--- src/logic/pct_defines.svh ---
`ifndef PCT_DEFINES_SVH
`define PCT_DEFINES_SVH
// task-file command and feature codes
`define PCT_CMD_SET_FEATURES   8'hef
`define PCT_FEAT_EXT_POWER     8'h4a
// sector-number fields
`define PCT_SUB_LSB            0
`define PCT_SUB_MSB            3
`define PCT_SUB_TIMER          4'h2
`define PCT_SUB_STATE          4'h3
`define PCT_BIT_SAVE           4
`define PCT_BIT_ENABLE         5
`define PCT_BIT_UNITS          7
// timer range, in 100 ms units
`define PCT_TIMER_MAX          16'hffff
`define PCT_TIMER_MIN          16'h0000
`define PCT_MIN_PER_UNIT       16'h0258
// error and status bit positions
`define PCT_ERR_ABORT_BIT      2
`define PCT_STS_BUSY_BIT       7
`define PCT_STS_READY_BIT      6
`define PCT_STS_FAULT_BIT      5
`define PCT_STS_ERR_BIT        0
// power condition table
`define PCT_COND_COUNT         4
`define PCT_COND_IDX_W         2
`endif

--- src/logic/pct_pkg.sv ---
package pct_pkg;
  typedef enum logic [1:0] {PCT_IDLE, PCT_READ, PCT_EXEC, PCT_DONE} pct_state_e;
  typedef struct packed {
    logic [15:0] timer;
    logic        enabled;
  } pct_entry_s;
endpackage : pct_pkg

--- src/logic/pct_cond_mem.sv ---
`timescale 1ns/1ps
`include "pct_defines.svh"
module pct_cond_mem
  import pct_pkg::*;
(
  // clock and reset
  input  wire logic                         core_clk_in,
  input  wire logic                         rst_n_in,
  // access
  input  wire logic [`PCT_COND_IDX_W-1:0]   idx_in,
  input  wire logic                         wr_in,
  input  wire pct_entry_s                   wdata_in,
  output      pct_entry_s                   rdata_out
);
  typedef struct packed {
    pct_entry_s [`PCT_COND_COUNT-1:0] mem;
    pct_entry_s                       rd;
  } pct_mem_s;
  pct_mem_s st_reg;
  pct_mem_s st_next;

  always_comb
  begin
    st_next = st_reg;
    st_next.rd = st_reg.mem[idx_in];
    if (wr_in)
    begin
      st_next.mem[idx_in] = wdata_in;
    end
    if (!rst_n_in)
    begin
      st_next = '0;
    end
  end

  always_ff @(posedge core_clk_in)
  begin
    st_reg <= st_next;
  end

  assign rdata_out = st_reg.rd;
endmodule : pct_cond_mem

--- src/logic/pct_in_sync.sv ---
`timescale 1ns/1ps
module pct_in_sync
  import pct_pkg::*;
(
  // clock and reset
  input  wire logic core_clk_in,
  input  wire logic rst_n_in,
  // pin in, clean level out
  input  wire logic pin_in,
  output      logic level_out
);
  typedef struct packed {
    logic [2:0] sh;
    logic       lvl;
  } pct_sync_s;
  pct_sync_s st_reg;
  pct_sync_s st_next;

  // level moves only once stages two and three agree
  always_comb
  begin
    st_next = st_reg;
    st_next.sh = {st_reg.sh[1:0], pin_in};
    if (st_reg.sh[1] == st_reg.sh[2])
    begin
      st_next.lvl = st_reg.sh[2];
    end
    if (!rst_n_in)
    begin
      st_next = '0;
    end
  end

  always_ff @(posedge core_clk_in)
  begin
    st_reg <= st_next;
  end

  assign level_out = st_reg.lvl;
endmodule : pct_in_sync

--- src/logic/pct_cmd.sv ---
`timescale 1ns/1ps
`include "pct_defines.svh"
module pct_cmd
  import pct_pkg::*;
(
  // clock and reset
  input  wire logic                        core_clk_in,
  input  wire logic                        rst_n_in,
  // task-file command block, sampled on cmd_valid_in
  input  wire logic                        cmd_valid_in,
  input  wire logic [7:0]                  command_in,
  input  wire logic [7:0]                  feature_in,
  input  wire logic [7:0]                  sector_count_in,
  input  wire logic [7:0]                  sector_number_in,
  input  wire logic [7:0]                  cylinder_low_in,
  input  wire logic [7:0]                  cylinder_high_in,
  // device configuration
  input  wire logic                        extended_power_feature_in,
  input  wire logic [`PCT_COND_COUNT-1:0]  cond_supported_in,
  input  wire logic [`PCT_COND_COUNT-1:0]  cond_changeable_in,
  input  wire logic [`PCT_COND_COUNT-1:0]  cond_saveable_in,
  input  wire logic                        drive_ready_pin_in,
  // result
  output      logic [7:0]                  error_register_out,
  output      logic [7:0]                  status_register_out,
  output      logic                        cmd_done_out,
  // current and saved enables, one bit per condition
  output      logic [`PCT_COND_COUNT-1:0]  cur_enabled_out,
  output      logic [`PCT_COND_COUNT-1:0]  saved_enabled_out
);
  typedef struct packed {
    pct_state_e                   state;
    logic [7:0]                   cond;
    logic [7:0]                   secnum;
    logic [15:0]                  timer;
    logic                         is_timer;
    logic [7:0]                   err;
    logic [7:0]                   sts;
    logic                         done;
    logic [`PCT_COND_COUNT-1:0]   cur_en;
    logic [`PCT_COND_COUNT-1:0]   sav_en;
  } pct_cmd_s;
  pct_cmd_s st_reg;
  pct_cmd_s st_next;

  logic                        ready_lvl;
  logic [`PCT_COND_IDX_W-1:0]  idx;
  logic                        cur_wr;
  logic                        sav_wr;
  pct_entry_s                  cur_wdata;
  pct_entry_s                  sav_wdata;
  pct_entry_s                  cur_rdata;
  logic                        cond_ok;
  logic                        abort;
  logic                        save_req;
  logic                        en_req;
  logic [31:0]                 scaled;
  logic [15:0]                 clamped;
  logic                        new_en;

  // ready is a pin from outside the clock domain
  pct_in_sync u_ready_sync (
    .core_clk_in (core_clk_in),
    .rst_n_in    (rst_n_in),
    .pin_in      (drive_ready_pin_in),
    .level_out   (ready_lvl)
  );

  // current and saved tables hold timer values per condition
  pct_cond_mem u_cur_mem (
    .core_clk_in (core_clk_in),
    .rst_n_in    (rst_n_in),
    .idx_in      (idx),
    .wr_in       (cur_wr),
    .wdata_in    (cur_wdata),
    .rdata_out   (cur_rdata)
  );

  pct_cond_mem u_sav_mem (
    .core_clk_in (core_clk_in),
    .rst_n_in    (rst_n_in),
    .idx_in      (idx),
    .wr_in       (sav_wr),
    .wdata_in    (sav_wdata),
    .rdata_out   ()
  );

  assign idx = st_reg.cond[`PCT_COND_IDX_W-1:0];

  always_comb
  begin
    cond_ok  = (st_reg.cond < 8'(`PCT_COND_COUNT)) && cond_supported_in[idx]
               && cond_changeable_in[idx];
    save_req = st_reg.secnum[`PCT_BIT_SAVE];
    en_req   = st_reg.secnum[`PCT_BIT_ENABLE];
    // minutes are rescaled to 100 ms units
    scaled   = st_reg.secnum[`PCT_BIT_UNITS] ? (32'(st_reg.timer) * 32'(`PCT_MIN_PER_UNIT))
                                             : 32'(st_reg.timer);
    if (scaled > 32'(`PCT_TIMER_MAX))
    begin
      clamped = `PCT_TIMER_MAX;
    end
    else if (scaled < 32'(`PCT_TIMER_MIN))
    begin
      clamped = `PCT_TIMER_MIN;
    end
    else
    begin
      clamped = scaled[15:0];
    end
    // abort causes for both subcommands; clamping leaves no unsupported value
    abort = !extended_power_feature_in || !cond_ok || (save_req && !cond_saveable_in[idx]);
    new_en = st_reg.is_timer ? (en_req && (clamped != 16'h0000)) : en_req;
  end

  always_comb
  begin
    st_next   = st_reg;
    st_next.done = 1'b0;
    cur_wr    = 1'b0;
    sav_wr    = 1'b0;
    // timer-loading writes the clamped value; state-only keeps the timer
    cur_wdata.timer   = st_reg.is_timer ? clamped : cur_rdata.timer;
    cur_wdata.enabled = new_en;
    // saved copy mirrors the new current setting
    sav_wdata = cur_wdata;
    st_next.sts[`PCT_STS_READY_BIT] = ready_lvl;
    case (st_reg.state)
      PCT_IDLE:
      begin
        // only set-features with the extended power feature is taken
        if (cmd_valid_in && command_in == `PCT_CMD_SET_FEATURES
            && feature_in == `PCT_FEAT_EXT_POWER)
        begin
          if (sector_number_in[`PCT_SUB_MSB:`PCT_SUB_LSB] == `PCT_SUB_TIMER
              || sector_number_in[`PCT_SUB_MSB:`PCT_SUB_LSB] == `PCT_SUB_STATE)
          begin
            st_next.cond     = sector_count_in;
            st_next.secnum   = sector_number_in;
            st_next.timer    = {cylinder_high_in, cylinder_low_in};
            st_next.is_timer = sector_number_in[`PCT_SUB_MSB:`PCT_SUB_LSB] == `PCT_SUB_TIMER;
            st_next.sts[`PCT_STS_BUSY_BIT] = 1'b1;
            st_next.state    = PCT_READ;
          end
        end
      end
      PCT_READ:
      begin
        // table read data settle for one cycle
        st_next.state = PCT_EXEC;
      end
      PCT_EXEC:
      begin
        if (!abort)
        begin
          cur_wr = 1'b1;
          // save request gates the saved copy
          sav_wr = save_req;
          st_next.cur_en[idx] = new_en;
          if (save_req)
          begin
            st_next.sav_en[idx] = new_en;
          end
        end
        // abort and error bits, busy and fault clear
        st_next.err[`PCT_ERR_ABORT_BIT]  = abort;
        st_next.sts[`PCT_STS_ERR_BIT]    = abort;
        st_next.sts[`PCT_STS_BUSY_BIT]   = 1'b0;
        st_next.sts[`PCT_STS_FAULT_BIT]  = 1'b0;
        st_next.done  = 1'b1;
        st_next.state = PCT_DONE;
      end
      PCT_DONE:
      begin
        st_next.state = PCT_IDLE;
      end
      default:
      begin
        st_next.state = PCT_IDLE;
      end
    endcase
    if (!rst_n_in)
    begin
      st_next = '0;
      st_next.state = PCT_IDLE;
    end
  end

  always_ff @(posedge core_clk_in)
  begin
    st_reg <= st_next;
  end

  assign error_register_out  = st_reg.err;
  assign status_register_out = st_reg.sts;
  assign cmd_done_out        = st_reg.done;
  assign cur_enabled_out     = st_reg.cur_en;
  assign saved_enabled_out   = st_reg.sav_en;

  // done comes with busy low and error matching abort bit
  chk_done_status: assert property (@(posedge core_clk_in) disable iff (!rst_n_in)
    cmd_done_out |-> !status_register_out[7] && !status_register_out[5]
    && (status_register_out[0] == error_register_out[2]))
    else $error("done without clean status");
  chk_abort_frozen: assert property (@(posedge core_clk_in) disable iff (!rst_n_in)
    (st_reg.state == PCT_EXEC && abort)
    |=> $stable(cur_enabled_out) && $stable(saved_enabled_out))
    else $error("abort changed settings");
  chk_zero_disable: assert property (@(posedge core_clk_in) disable iff (!rst_n_in)
    (st_reg.state == PCT_EXEC && !abort && st_reg.is_timer && clamped == 16'h0000)
    |=> !cur_enabled_out[$past(idx)])
    else $error("zero timer enabled");
  chk_state_enable: assert property (@(posedge core_clk_in) disable iff (!rst_n_in)
    (st_reg.state == PCT_EXEC && !abort && !st_reg.is_timer)
    |=> cur_enabled_out[$past(idx)] == $past(en_req))
    else $error("state enable wrong");
  chk_save_copy: assert property (@(posedge core_clk_in) disable iff (!rst_n_in)
    (st_reg.state == PCT_EXEC && !abort && save_req)
    |=> saved_enabled_out[$past(idx)] == cur_enabled_out[$past(idx)])
    else $error("save copy missing");
  chk_feature_off: assert property (@(posedge core_clk_in) disable iff (!rst_n_in)
    (st_reg.state == PCT_EXEC && !extended_power_feature_in) |=> error_register_out[2])
    else $error("feature off not aborted");
  chk_save_abort: assert property (@(posedge core_clk_in) disable iff (!rst_n_in)
    (st_reg.state == PCT_EXEC && save_req && !cond_saveable_in[idx]) |=> error_register_out[2])
    else $error("bad save not aborted");
  // accepted command completes at a fixed distance
  chk_cmd_latency: assert property (@(posedge core_clk_in) disable iff (!rst_n_in)
    (st_reg.state == PCT_IDLE && st_next.state == PCT_READ) |=> ##2 cmd_done_out)
    else $error("completion late");
  // 110 minutes and more overflow the 100 ms range
  chk_clamp_max: assert property (@(posedge core_clk_in) disable iff (!rst_n_in)
    (st_reg.state == PCT_EXEC && st_reg.secnum[`PCT_BIT_UNITS] && st_reg.timer > 16'h006d)
    |-> clamped == 16'hffff)
    else $error("clamp failed");
  chk_unit_plain: assert property (@(posedge core_clk_in) disable iff (!rst_n_in)
    (st_reg.state == PCT_EXEC && !st_reg.secnum[`PCT_BIT_UNITS]) |-> clamped == st_reg.timer)
    else $error("plain units altered");
  // minute values scale exactly below the ceiling
  chk_unit_minute: assert property (@(posedge core_clk_in) disable iff (!rst_n_in)
    (st_reg.state == PCT_EXEC && st_reg.secnum[`PCT_BIT_UNITS] && st_reg.timer < 16'h006e)
    |-> ((clamped % `PCT_MIN_PER_UNIT) == 16'h0000)
    && ((clamped / `PCT_MIN_PER_UNIT) == st_reg.timer))
    else $error("minute scaling wrong");
  chk_idle_quiet: assert property (@(posedge core_clk_in) disable iff (!rst_n_in)
    (st_reg.state == PCT_IDLE) |-> !status_register_out[`PCT_STS_BUSY_BIT])
    else $error("busy while idle");
  chk_busy_hold: assert property (@(posedge core_clk_in) disable iff (!rst_n_in)
    (st_reg.state == PCT_READ || st_reg.state == PCT_EXEC) |-> status_register_out[7])
    else $error("busy dropped early");
  // taking a command raises busy at once
  chk_busy_take: assert property (@(posedge core_clk_in) disable iff (!rst_n_in)
    (st_reg.state == PCT_IDLE && st_next.state == PCT_READ)
    |=> status_register_out[7] && !cmd_done_out)
    else $error("busy not raised");
  // fault and unused error bits stay low
  chk_fault_clear: assert property (@(posedge core_clk_in) disable iff (!rst_n_in)
    !status_register_out[`PCT_STS_FAULT_BIT] && ((error_register_out & 8'hfb) == 8'h00))
    else $error("stray fault or error bit");
  chk_done_pulse: assert property (@(posedge core_clk_in) disable iff (!rst_n_in)
    cmd_done_out |=> !cmd_done_out)
    else $error("done held too long");
  chk_ok_clear: assert property (@(posedge core_clk_in) disable iff (!rst_n_in)
    (st_reg.state == PCT_EXEC && !abort)
    |=> !error_register_out[2] && !status_register_out[0])
    else $error("error left after success");
  // timer code is taken as timer-loading
  chk_decode_timer: assert property (@(posedge core_clk_in) disable iff (!rst_n_in)
    (st_reg.state == PCT_IDLE && cmd_valid_in && command_in == 8'hef && feature_in == 8'h4a
    && sector_number_in[3:0] == 4'h2)
    |=> st_reg.state == PCT_READ && st_reg.is_timer)
    else $error("timer code not taken");
  // state code is taken as state-only
  chk_decode_state: assert property (@(posedge core_clk_in) disable iff (!rst_n_in)
    (st_reg.state == PCT_IDLE && cmd_valid_in && command_in == 8'hef && feature_in == 8'h4a
    && sector_number_in[3:0] == 4'h3)
    |=> st_reg.state == PCT_READ && !st_reg.is_timer)
    else $error("state code not taken");
  // other subcommand codes are left alone
  chk_decode_other: assert property (@(posedge core_clk_in) disable iff (!rst_n_in)
    (st_reg.state == PCT_IDLE && cmd_valid_in
    && sector_number_in[3:0] != 4'h2 && sector_number_in[3:0] != 4'h3)
    |=> st_reg.state == PCT_IDLE)
    else $error("foreign code taken");
  // a command while busy cannot replace the captured one
  chk_busy_refuse: assert property (@(posedge core_clk_in) disable iff (!rst_n_in)
    (st_reg.state == PCT_READ)
    |=> st_reg.state == PCT_EXEC && $stable(st_reg.cond) && $stable(st_reg.secnum))
    else $error("busy command overwritten");
  // only the named condition may change
  chk_one_cond: assert property (@(posedge core_clk_in) disable iff (!rst_n_in)
    (st_reg.state == PCT_EXEC)
    |=> ((cur_enabled_out ^ $past(cur_enabled_out)) & ~(4'h1 << $past(idx))) == 4'h0)
    else $error("other condition changed");
  // non-zero timer with enable turns on
  chk_timer_enable: assert property (@(posedge core_clk_in) disable iff (!rst_n_in)
    (st_reg.state == PCT_EXEC && !abort && st_reg.is_timer && en_req && clamped != 16'h0000)
    |=> cur_enabled_out[$past(idx)])
    else $error("timer not enabled");
  chk_disable_bit: assert property (@(posedge core_clk_in) disable iff (!rst_n_in)
    (st_reg.state == PCT_EXEC && !abort && !en_req)
    |=> !cur_enabled_out[$past(idx)])
    else $error("disable ignored");
  chk_unchangeable: assert property (@(posedge core_clk_in) disable iff (!rst_n_in)
    (st_reg.state == PCT_EXEC && !cond_changeable_in[idx])
    |=> error_register_out[2])
    else $error("unchangeable not aborted");
  chk_unsupported: assert property (@(posedge core_clk_in) disable iff (!rst_n_in)
    (st_reg.state == PCT_EXEC && (st_reg.cond > 8'h03 || !cond_supported_in[idx]))
    |=> error_register_out[2])
    else $error("unsupported not aborted");
endmodule : pct_cmd

--- config.mk ---
export PLATFORM = sky130hd
export DESIGN_NAME = pct_cmd
export DESIGN_NICKNAME = d
export VERILOG_FILES = /design/src/logic/pct_pkg.sv /design/src/logic/pct_cond_mem.sv /design/src/logic/pct_in_sync.sv /design/src/logic/pct_cmd.sv
export VERILOG_INCLUDE_DIRS = /design/src /design/src/logic
export SDC_FILE = /design/constraint.sdc
export NUM_CORES = 1
export LEC_CHECK = 0
export BUFFER_PORTS_ARGS = -buffer_cell sky130_fd_sc_hd__buf_2
export CAP_MARGIN = 10
export CORE_ASPECT_RATIO = 0.75
export CORE_MARGIN = 1.5
export CORE_UTILIZATION = 55
export CTS_BUF_LIST = sky130_fd_sc_hd__clkbuf_8
export DETAILED_ROUTE_END_ITERATION = 8
export GPL_TIMING_DRIVEN = 0
export PLACE_DENSITY = 0.89
export SLEW_MARGIN = 20
export SYNTH_ARGS = -nofsm -noshare
export SYNTH_HDL_FRONTEND = slang
export SYNTH_SLANG_ARGS = --single-unit
--- constraint.sdc ---
create_clock -name core_clk_in -period 5.3 [get_ports core_clk_in]
set_input_delay 0.53 -clock core_clk_in [delete_from_list [all_inputs] [get_ports core_clk_in]]
set_output_delay 0.53 -clock core_clk_in [all_outputs]
set_load 0.01 [all_outputs]
==> results.py, run 1 <==
metrics = {
    "run_status": {
        "status": "complete, no violations",
    },
    "floorplan": {
        "die-area_um2": 8950,
        "die_h_um": 82.3,
        "ios": 90,
        "initial_core_util_pct": 57.5,
        "die_x_um": 109,
        "fp-row-count": 28,
        "placeableCoreArea_um2": 8020,
    },
    "power": {
        "seqPwrFrac_pct": 57.0,
        "power_frac_clock_pct": 35.0,
        "p_sw_share_pct": 23.2,
        "p_leak_nw": 2.54,
        "p_total_w": 0.000608,
        "p_int_w": 0.000467,
        "ir_drop_mv": 0.111,
        "power_switching_w": 0.000141,
        "p_comb_share_pct": 8.0,
        "p_per_area_nw_per_um2": 116,
    },
    "synthesis": {
        "synth_edf_count": 0,
        "synth_top_family_by_area": "adder cells",
        "postSynth.asyncResetShare_pct": 0,
        "synth_area_um2": 4610,
        "synth_ff_type": "dfxtp_1",
        "ys_ff_latch": 46,
        "synthCells": 546,
        "synth_compound_area_share_pct": 19.1,
        "synth-simple-area-share_pct": 19.0,
        "yosys_warnings": 0,
        "avgSynthCellArea_um2": 8.45,
        "synthAdderAreaFrac_pct": 27.1,
        "ys_types": 64,
        "yosysSeqAreaShare_pct": 20.0,
        "synth_mux_area_share_pct": 1.63,
        "synthXorXnorAreaFrac_pct": 0.950,
    },
    "timing": {
        "fin_crit_sh_pct": 91.7,
        "rsz0062_at_grt": "false",
        "fin_worst_skew_ns": 0.00885,
        "maxSlewViolCount": 0,
        "min_period_ns": 4.86,
        "setup_viol": 0,
        "setup_tns_ns": 0,
        "fmax_ghz": 0.206,
        "finalHoldViolations": 0,
        "tightest_slew_ns": 0.643,
        "slew_headroom_pct": 57.1,
        "fin_hold_ws_ns": 0.428,
    },
    "cts": {
        "clockBufferDepth": 2,
        "ctsHoldBuffers": 0,
        "path_clk_slew_ns": 0.09,
        "clock-sinks": 46,
        "postCtsSetupBuffers": 0,
        "insertion_delay_ns": 0.30,
        "cts_buffers": 5,
        "htreeDepth": 2,
        "cts-root-buf": "clkbuf_8",
        "cts_resized": 0,
        "cts_tree": "built",
    },
    "setup_path": {
        "cp.required_ns": 5.46,
        "endpoint_kind": "register",
        "rrSetupSlack_ns": 0.44,
        "crit_type": "register to register",
        "start_kind": "register",
        "crit_arrival_ns": 5.02,
        "crit_fanout": 8,
    },
    "global_route": {
        "grt_util_all_layers_pct": 25.9,
        "antenna_found_initial": 0,
        "grt_overflow": 0,
        "grt_pass1_vias": 3958,
        "grt_pass1_wl_um": 18100,
        "grt_max_degree": 15,
    },
    "route": {
        "ant_nets": 0,
        "drt-initial-drc-count": 303,
        "dr.pass1.iters": 4,
        "via_per_inst": 5.57,
        "drc": 0,
        "routed_wl_um": 11300,
        "via_count": 4151,
        "wl_per_cell_um": 15.1,
    },
    "min_path": {
        "worstHoldPathType": "input port to register",
    },
    "layout": {
        "layout.nets": 790,
        "fin_cells": 745,
        "n_fill_cell": 646,
        "synthToLayoutAreaGrowth_pct": 13.8,
        "drive_gt1_share_pct": 21.9,
        "antennaDiodeCount": 0,
    },
    "place": {
        "place.gp.congestion": 0.927,
        "place_inst": 737,
        "portBuffers": 75,
        "place_hpwl_um": 9340,
    },
    "flow_run": {
        "maxCapViolCount": 0,
    },
}
==> layout make-up <==
type / count / area, µm² / area share, %
clock inverter: 3 / 17.5 / 0.334
inverter: 65 / 244 / 4.65
multi-input combinational: 402 / 3170 / 60.4
buffer: 44 / 319 / 6.08
tap: 105 / 131 / 2.50
clock buffer: 5 / 68.8 / 1.31
timing repair buffer: 75 / 375 / 7.15
sequential: 46 / 921 / 17.6
==> synth_stat cells (all sizes together) (3+ instances only) <==
master	count	area share (%)
inv	65	5.3
nor3b	3	0.60
nand3	13	1.4
a21boi	30	5.1
nand2b	4	0.65
a31oi	4	0.54
nand4	11	1.5
nor4	8	1.5
ha	63	17
nor2	20	1.6
a211oi	6	1.1
mux2i	3	0.65
fa	23	10
o21ai	16	1.7
o21a	3	0.49
clkbuf	16	2.4
dfxtp	46	20
o211ai	6	0.98
nor3	7	0.76
and2	8	1.1
o31ai	9	1.5
xor2	4	0.76
nor2b	8	1.1
a21oi	25	2.7
nand2	76	6.2
a21o	8	1.3
buf	28	4.5
==> cell families (layout without fill, tap and decap cells) <==
family	Yosys count	after routing
AO/OA/AOI/OAI	122	122
XOR/XNOR	5	5
adder cells (fa/ha/maj)	86	86
buffers and inverters	109	192
flip-flops	46	46
multiplexers	6	6
other	1	12
AND/OR/NAND/NOR	171	171
==> worst paths after layout <==
path / startpoint / endpoint / depth (start not counted)
worst max-delay path: st_reg[31]$_SDFFE_PN0P_ / register / 15
worst min-delay path: drive_ready_pin_in / u_ready_sync.st_reg[1]$_SDFF_PN0_ / 2
worst max register to register: st_reg[31]$_SDFFE_PN0P_ / register / 15
worst min register to register: u_ready_sync.st_reg[1]$_SDFF_PN0_ / u_ready_sync.st_reg[2]$_SDFF_PN0_ / 1
==> power groups by stage <==
| stage | sequential [W] | combinational [W] | clock (W) |
|---|---|---|---|
| after floorplan | 0.000355 | 0.0000225 | 0 |
| after detailed placement | 0.000355 | 0.0000479 | 0 |
| after global placement | 0.000355 | 0.0000466 | 0 |
| final | 0.000347 | 0.0000486 | 0.000213 |
| after global routing | 0.000347 | 0.0000535 | 0.000228 |
| after CTS | 0.000347 | 0.0000480 | 0.000213 |
==> placed cells by master (no fill, tap or decap), types with 8 or more instances in the layout <==
cell and count:
nand2_1 76, buf_2 76, inv_1 66, ha_1 63, dfxtp_1 46, a21boi_0 29
buf_4 27, a21oi_1 25, fa_1 23, nor2_1 20, o21ai_0 16, nand3_1 13
conb_1 12, nand4_1 11, clkbuf_1 10, clkbuf_8 10, o31ai_1 9, nor2b_1 8
==> worst max-delay path, cell delays in order, from the launching register on <==
cell and delay (ns):
dfxtp_1 0.50, ha_1 0.29, ha_1 0.30, fa_1 0.53, inv_1 0.05, fa_1 0.49, inv_1 0.04, ha_1 0.37
nor3b_1 0.17, or4_4 0.53, a211oi_2 0.19, o221ai_2 0.15, nor4_2 0.27, nand4_1 0.17, nor4_4 0.49, o31ai_1 0.17
==> layer usage <==
layer / share of wire (%) / GRT usage, % / up-vias
li1: - / - / 2038
met1: 47 / 36.4 / 1957
met2: 45 / 43.4 / 144
met3: 6.6 / 3.30 / 12
met4: 0.90 / 4.61 / 0
met5: 0 / 0 / -
==> per-stage QoR <==
stage	setup WS (ns)	util [%]	instance area, µm²
after CTS	0.321	65.4	5250
final	0.440	65.4	5250
after global placement	0.384	64.3	5160
after floorplan	0.927	-	4650
after detailed placement	0.380	64.3	5160
after global routing	0.0596	65.4	5250
No activity file was read; power rests on OpenSTA's default activity.
==> run 2, diff against run 1 <==
--- a/config.mk
+++ b/config.mk
@@ -11,7 +11,7 @@
 export CORE_ASPECT_RATIO = 0.75
 export CORE_MARGIN = 1.5
 export CORE_UTILIZATION = 55
-export CTS_BUF_LIST = sky130_fd_sc_hd__clkbuf_8
+export CTS_BUF_LIST = sky130_fd_sc_hd__clkbuf_2 sky130_fd_sc_hd__clkbuf_4 sky130_fd_sc_hd__clkbuf_8
 export DETAILED_ROUTE_END_ITERATION = 8
 export GPL_TIMING_DRIVEN = 0
 export PLACE_DENSITY = 0.89
@@ -19,3 +19,4 @@
 export SYNTH_ARGS = -nofsm -noshare
 export SYNTH_HDL_FRONTEND = slang
 export SYNTH_SLANG_ARGS = --single-unit
+export TNS_END_PERCENT = 10
==> run 2 against run 1 <==
  * Via count grew 0.46%
  * Register-to-register slack lost 0.03 ns
  * Core utilization is essentially flat
  * Critical path depth is the same
  * Global-route usage is the same
  * Wire length is essentially flat
  * Sequential power is essentially flat
  * Sequential cell count is the same
  * Power grew 1.2%
  * Sequential share of layout area is essentially flat
  * Maximum frequency shrank 0.55%
  * Critical path type unchanged
==> results.py, run 2 (synthesized netlist as in run 1, its figures left out) <==
metrics = {
    "min_path": {
        "worstHoldPathType": "input port to register",
    },
    "cts": {
        "clockBufferDepth": 2,
        "postCtsSetupBuffers": 0,
        "clock-sinks": 46,
        "cts_resized": 0,
        "path_clk_slew_ns": 0.09,
        "cts_tree": "built",
        "htreeDepth": 2,
        "insertion_delay_ns": 0.30,
        "cts-root-buf": "clkbuf_8",
        "cts_buffers": 5,
        "ctsHoldBuffers": 0,
    },
    "floorplan": {
        "die_x_um": 109,
        "placeableCoreArea_um2": 8020,
        "die_h_um": 82.3,
        "die-area_um2": 8950,
        "initial_core_util_pct": 57.5,
        "ios": 90,
        "fp-row-count": 28,
    },
    "setup_path": {
        "start_kind": "register",
        "crit_type": "register to register",
        "crit_fanout": 8,
        "cp.required_ns": 5.46,
        "endpoint_kind": "register",
        "crit_arrival_ns": 5.05,
    },
    "timing": {
        "min_period_ns": 4.89,
        "finalHoldViolations": 0,
        "tightest_slew_ns": 0.643,
        "fin_hold_ws_ns": 0.430,
        "maxSlewViolCount": 0,
        "fmax_ghz": 0.205,
        "fin_ws_ns": 0.413,
        "fin_worst_skew_ns": 0.00769,
        "setup_tns_ns": 0,
        "rsz0062_at_grt": "false",
        "fin_crit_sh_pct": 92.2,
        "slew_headroom_pct": 57.0,
        "setup_viol": 0,
    },
    "global_route": {
        "grt_pass1_wl_um": 18100,
        "grt_pass1_vias": 3944,
        "grt_max_degree": 15,
        "antenna_found_initial": 0,
        "grt_util_all_layers_pct": 25.9,
        "grt_overflow": 0,
    },
    "route": {
        "via_count": 4170,
        "drc": 0,
        "routed_wl_um": 11300,
        "drt-initial-drc-count": 281,
        "wl_per_cell_um": 15.1,
        "ant_nets": 0,
        "dr.pass1.iters": 5,
        "via_per_inst": 5.60,
    },
    "layout": {
        "antennaDiodeCount": 0,
        "synthToLayoutAreaGrowth_pct": 13.8,
        "layout.nets": 790,
        "final_cell_mix": "nand2_1 (76), buf_2 (76), inv_1 (65), ha_1 (63), dfxtp_1 (46)",
        "drive_gt1_share_pct": 22.0,
        "fin_cells": 745,
    },
    "power": {
        "p_leak_nw": 2.54,
        "power_frac_clock_pct": 35.8,
        "power_switching_w": 0.000141,
        "p_sw_share_pct": 23.0,
        "p_comb_share_pct": 7.9,
        "p_int_w": 0.000474,
        "ir_drop_mv": 0.114,
        "seqPwrFrac_pct": 56.3,
        "p_total_w": 0.000615,
        "p_per_area_nw_per_um2": 117,
    },
    "flow_run": {
        "maxCapViolCount": 0,
    },
    "place": {
        "place.gp.congestion": 0.927,
        "place_inst": 737,
        "pre_cts_slack_ns": 0.380,
        "portBuffers": 75,
        "place_hpwl_um": 9340,
    },
    "run_status": {
        "status": "complete, no violations",
    },
}
run 2: worst max-delay path: stages, from the launching register on:
cell and delay, ns:
dfxtp_1 0.51, ha_1 0.29, ha_1 0.30, fa_1 0.53
inv_1 0.05, fa_1 0.49, inv_1 0.04, ha_1 0.36
nor3b_1 0.17, or4_4 0.53, a211oi_2 0.19, o221ai_2 0.15
nor4_2 0.27, nand4_1 0.17, nor4_4 0.50, o31ai_1 0.18
run 2: metal layers:
layer,vias up,wire (µm),share of wire (%),track usage [%]
li1,2039,-,-,-
met1,1958,5240,46,36.4
met2,159,5150,46,43.5
met3,14,797,7.1,3.30
met4,0,102,0.90,4.47
met5,-,0,0,0
run 2: worst paths after layout:
check | slack, ns | start | end | cells after the start
min | 0.43 | drive_ready_pin_in | u_ready_sync.st_reg[1]$_SDFF_PN0_ | 2
max reg2reg | 0.41 | st_reg[31]$_SDFFE_PN0P_ | register | 15
min reg2reg | 0.46 | u_ready_sync.st_reg[1]$_SDFF_PN0_ | u_ready_sync.st_reg[2]$_SDFF_PN0_ | 1
max | 0.41 | st_reg[31]$_SDFFE_PN0P_ | register | 15
run 2: power by group through the flow:
stage | logic, W | clock network, W | registers, W
2_1_floorplan | 0.0000225 | 0 | 0.000355
3_3_place_gp | 0.0000466 | 0 | 0.000355
3_5_place_dp | 0.0000479 | 0 | 0.000355
4_1_cts | 0.0000480 | 0.000222 | 0.000347
5_1_grt | 0.0000535 | 0.000236 | 0.000347
6_report | 0.0000486 | 0.000220 | 0.000347
run 2: cell type report:
cell class,instances,area [µm²]
Buffer,44,319
Clock buffer,6,76.3
Clock inverter,2,13.8
Fill cell,647,2770
Inverter,65,244
Multi-Input combinational cell,402,3170
Sequential cell,46,921
Tap cell,105,131
Timing Repair Buffer,75,375
run 2: stage by stage:
step | util, % | area, µm²
3_5_place_dp | 64.3 | 5160
5_1_grt | 65.4 | 5250
2_1_floorplan | - | 4650
3_3_place_gp | 64.3 | 5160
4_1_cts | 65.4 | 5250
6_report | 65.4 | 5250
==> run 3, diff against run 2 <==
--- a/config.mk
+++ b/config.mk
@@ -10,11 +10,11 @@
 export CAP_MARGIN = 10
 export CORE_ASPECT_RATIO = 0.75
 export CORE_MARGIN = 1.5
-export CORE_UTILIZATION = 55
+export CORE_UTILIZATION = 40
 export CTS_BUF_LIST = sky130_fd_sc_hd__clkbuf_2 sky130_fd_sc_hd__clkbuf_4 sky130_fd_sc_hd__clkbuf_8
 export DETAILED_ROUTE_END_ITERATION = 8
 export GPL_TIMING_DRIVEN = 0
-export PLACE_DENSITY = 0.89
+export PLACE_DENSITY = 0.7
 export SLEW_MARGIN = 20
 export SYNTH_ARGS = -nofsm -noshare
 export SYNTH_HDL_FRONTEND = slang
==> run 3 against run 2 <==
  * Die area up 36%
  * Sequential share of layout area fell by 0.15 points
  * Non-clock buffer count is the same
  * Combinational power decreased by 1%
  * First-iteration DRC count decreased by 34%
  * Global-route usage is 8.1 points lower
  * Worst setup slack lost 0.12 ns
  * Largest power group unchanged
  * Highest routed layer unchanged
==> results.py, run 3 (synthesized netlist as in run 1, its figures left out) <==
metrics = {
    "power": {
        "seqPwrFrac_pct": 56.5,
        "power_switching_w": 0.000145,
        "p_int_w": 0.000468,
        "power_frac_clock_pct": 35.6,
        "p_leak_nw": 2.54,
        "p_comb_share_pct": 7.8,
        "ir_drop_mv": 0.108,
        "p_sw_share_pct": 23.6,
        "p_per_area_nw_per_um2": 116,
        "p_total_w": 0.000613,
    },
    "layout": {
        "layout.nets": 790,
        "multiInputGateArea_um2": 3170,
        "drive_gt1_share_pct": 22.0,
        "final_cell_mix": "nand2_1 (76), buf_2 (76), inv_1 (65), ha_1 (63), dfxtp_1 (46)",
        "antennaDiodeCount": 0,
        "n_fill_cell": 1077,
        "regArea_um2": 921,
        "synthToLayoutAreaGrowth_pct": 14.8,
    },
    "cts": {
        "cts_resized": 0,
        "ctsHoldBuffers": 0,
        "insertion_delay_ns": 0.31,
        "clockBufferDepth": 2,
        "cts_tree": "built",
        "cts_buffers": 5,
        "path_clk_slew_ns": 0.09,
        "clock-sinks": 46,
        "htreeDepth": 2,
        "cts-root-buf": "clkbuf_8",
        "postCtsSetupBuffers": 0,
    },
    "place": {
        "portBuffers": 75,
        "place_hpwl_um": 9080,
        "place.gp.congestion": 0.890,
    },
    "min_path": {
        "worstHoldPathType": "input port to register",
    },
    "route": {
        "wl_met3_um": 569,
        "via_count": 4064,
        "via_per_inst": 5.21,
        "wl_per_cell_um": 13.9,
        "ant_nets": 0,
        "wl_met1_um": 5430,
        "routed_wl_um": 10800,
        "drc": 0,
        "route.met2.wl_um": 4730,
        "top_layer_used": "met4",
        "drt-initial-drc-count": 186,
        "dr.pass1.iters": 5,
    },
    "setup_path": {
        "start_kind": "register",
        "endpoint_kind": "register",
        "crit_fanout": 8,
        "crit_type": "register to register",
        "cp.required_ns": 5.47,
        "crit_arrival_ns": 5.17,
    },
    "timing": {
        "setup_tns_ns": 0,
        "fin_worst_skew_ns": 0.0113,
        "rsz0062_at_grt": "false",
        "maxSlewViolCount": 0,
        "fin_crit_sh_pct": 94.4,
        "finalHoldViolations": 0,
        "tightest_slew_ns": 0.646,
        "fmax_ghz": 0.200,
        "slew_headroom_pct": 56.6,
        "setup_viol": 0,
        "min_period_ns": 5.00,
        "fin_hold_ws_ns": 0.438,
    },
    "floorplan": {
        "placeableCoreArea_um2": 11100,
        "ios": 90,
        "initial_core_util_pct": 41.7,
        "die-area_um2": 12200,
        "fp-row-count": 33,
        "die_h_um": 96.0,
        "die_x_um": 127,
    },
    "global_route": {
        "grt_pass1_vias": 3677,
        "grt_overflow": 0,
        "antenna_found_initial": 0,
        "grt_util_all_layers_pct": 17.8,
        "grt_pass1_wl_um": 17500,
        "grt_max_degree": 16,
    },
    "flow_run": {
        "maxCapViolCount": 0,
    },
    "run_status": {
        "status": "complete, no violations",
    },
}
[run 3: cell count changes in the layout (fill, tap and decap cells not counted)]
cell / before / now
clkbuf_4: 1 / 0
clkinvlp_4: 0 / 1
[run 3: worst max-delay path, stage by stage (launching register included)]
cell	delay, ns
dfxtp_1	0.50
ha_1	0.29
ha_1	0.29
fa_1	0.54
inv_1	0.05
fa_1	0.50
inv_1	0.04
ha_1	0.37
a21oi_1	0.36
o2bb2ai_1	0.21
o21a_1	0.22
a211oi_1	0.37
mux2i_1	0.25
nand4_1	0.16
nor4_4	0.55
o31ai_1	0.16
[run 3: area by class of cell]
class | instances | area share (%)
multi-input combinational | 402 | 59.9
inverter | 65 | 4.61
clock buffer | 5 | 1.30
timing repair buffer | 75 | 7.09
tap | 140 | 3.31
clock inverter | 3 | 0.402
buffer | 44 | 6.03
sequential | 46 | 17.4
[run 3: final timing paths]
| check | from | end | slack (ns) | cells past startpoint |
|---|---|---|---|---|
| setup / recovery | st_reg[33]$_SDFFE_PN0P_ | register | 0.30 | 15 |
| hold / removal | drive_ready_pin_in | u_ready_sync.st_reg[1]$_SDFF_PN0_ | 0.44 | 2 |
| setup reg to reg | st_reg[33]$_SDFFE_PN0P_ | register | 0.30 | 15 |
| hold reg to reg | u_ready_sync.st_reg[1]$_SDFF_PN0_ | u_ready_sync.st_reg[2]$_SDFF_PN0_ | 0.46 | 1 |
[run 3: through the flow]
stage	setup WS [ns]	instances	util (%)	area (µm²)
global placement	0.338	772	47.0	5200
finish	0.297	780	47.8	5290
floorplan	0.927	557	-	4650
global route	0.0223	780	47.8	5290
detailed placement	0.365	772	47.0	5200
CTS	0.351	780	47.8	5290
[run 3: power by group through the flow]
stage	Clock, W	Sequential (W)	Combinational (W)
floorplan	0	0.000355	0.0000225
global placement	0	0.000355	0.0000473
detailed placement	0	0.000355	0.0000479
CTS	0.000223	0.000347	0.0000481
global route	0.000235	0.000347	0.0000535
finish	0.000219	0.000347	0.0000481
[run 3: per-layer routing]
layer  GRT usage (%)  up-vias
met4            3.22        0
met3            2.00        6
met1            26.4     1917
met2            28.2      104
met5               0        -
li1                -     2037
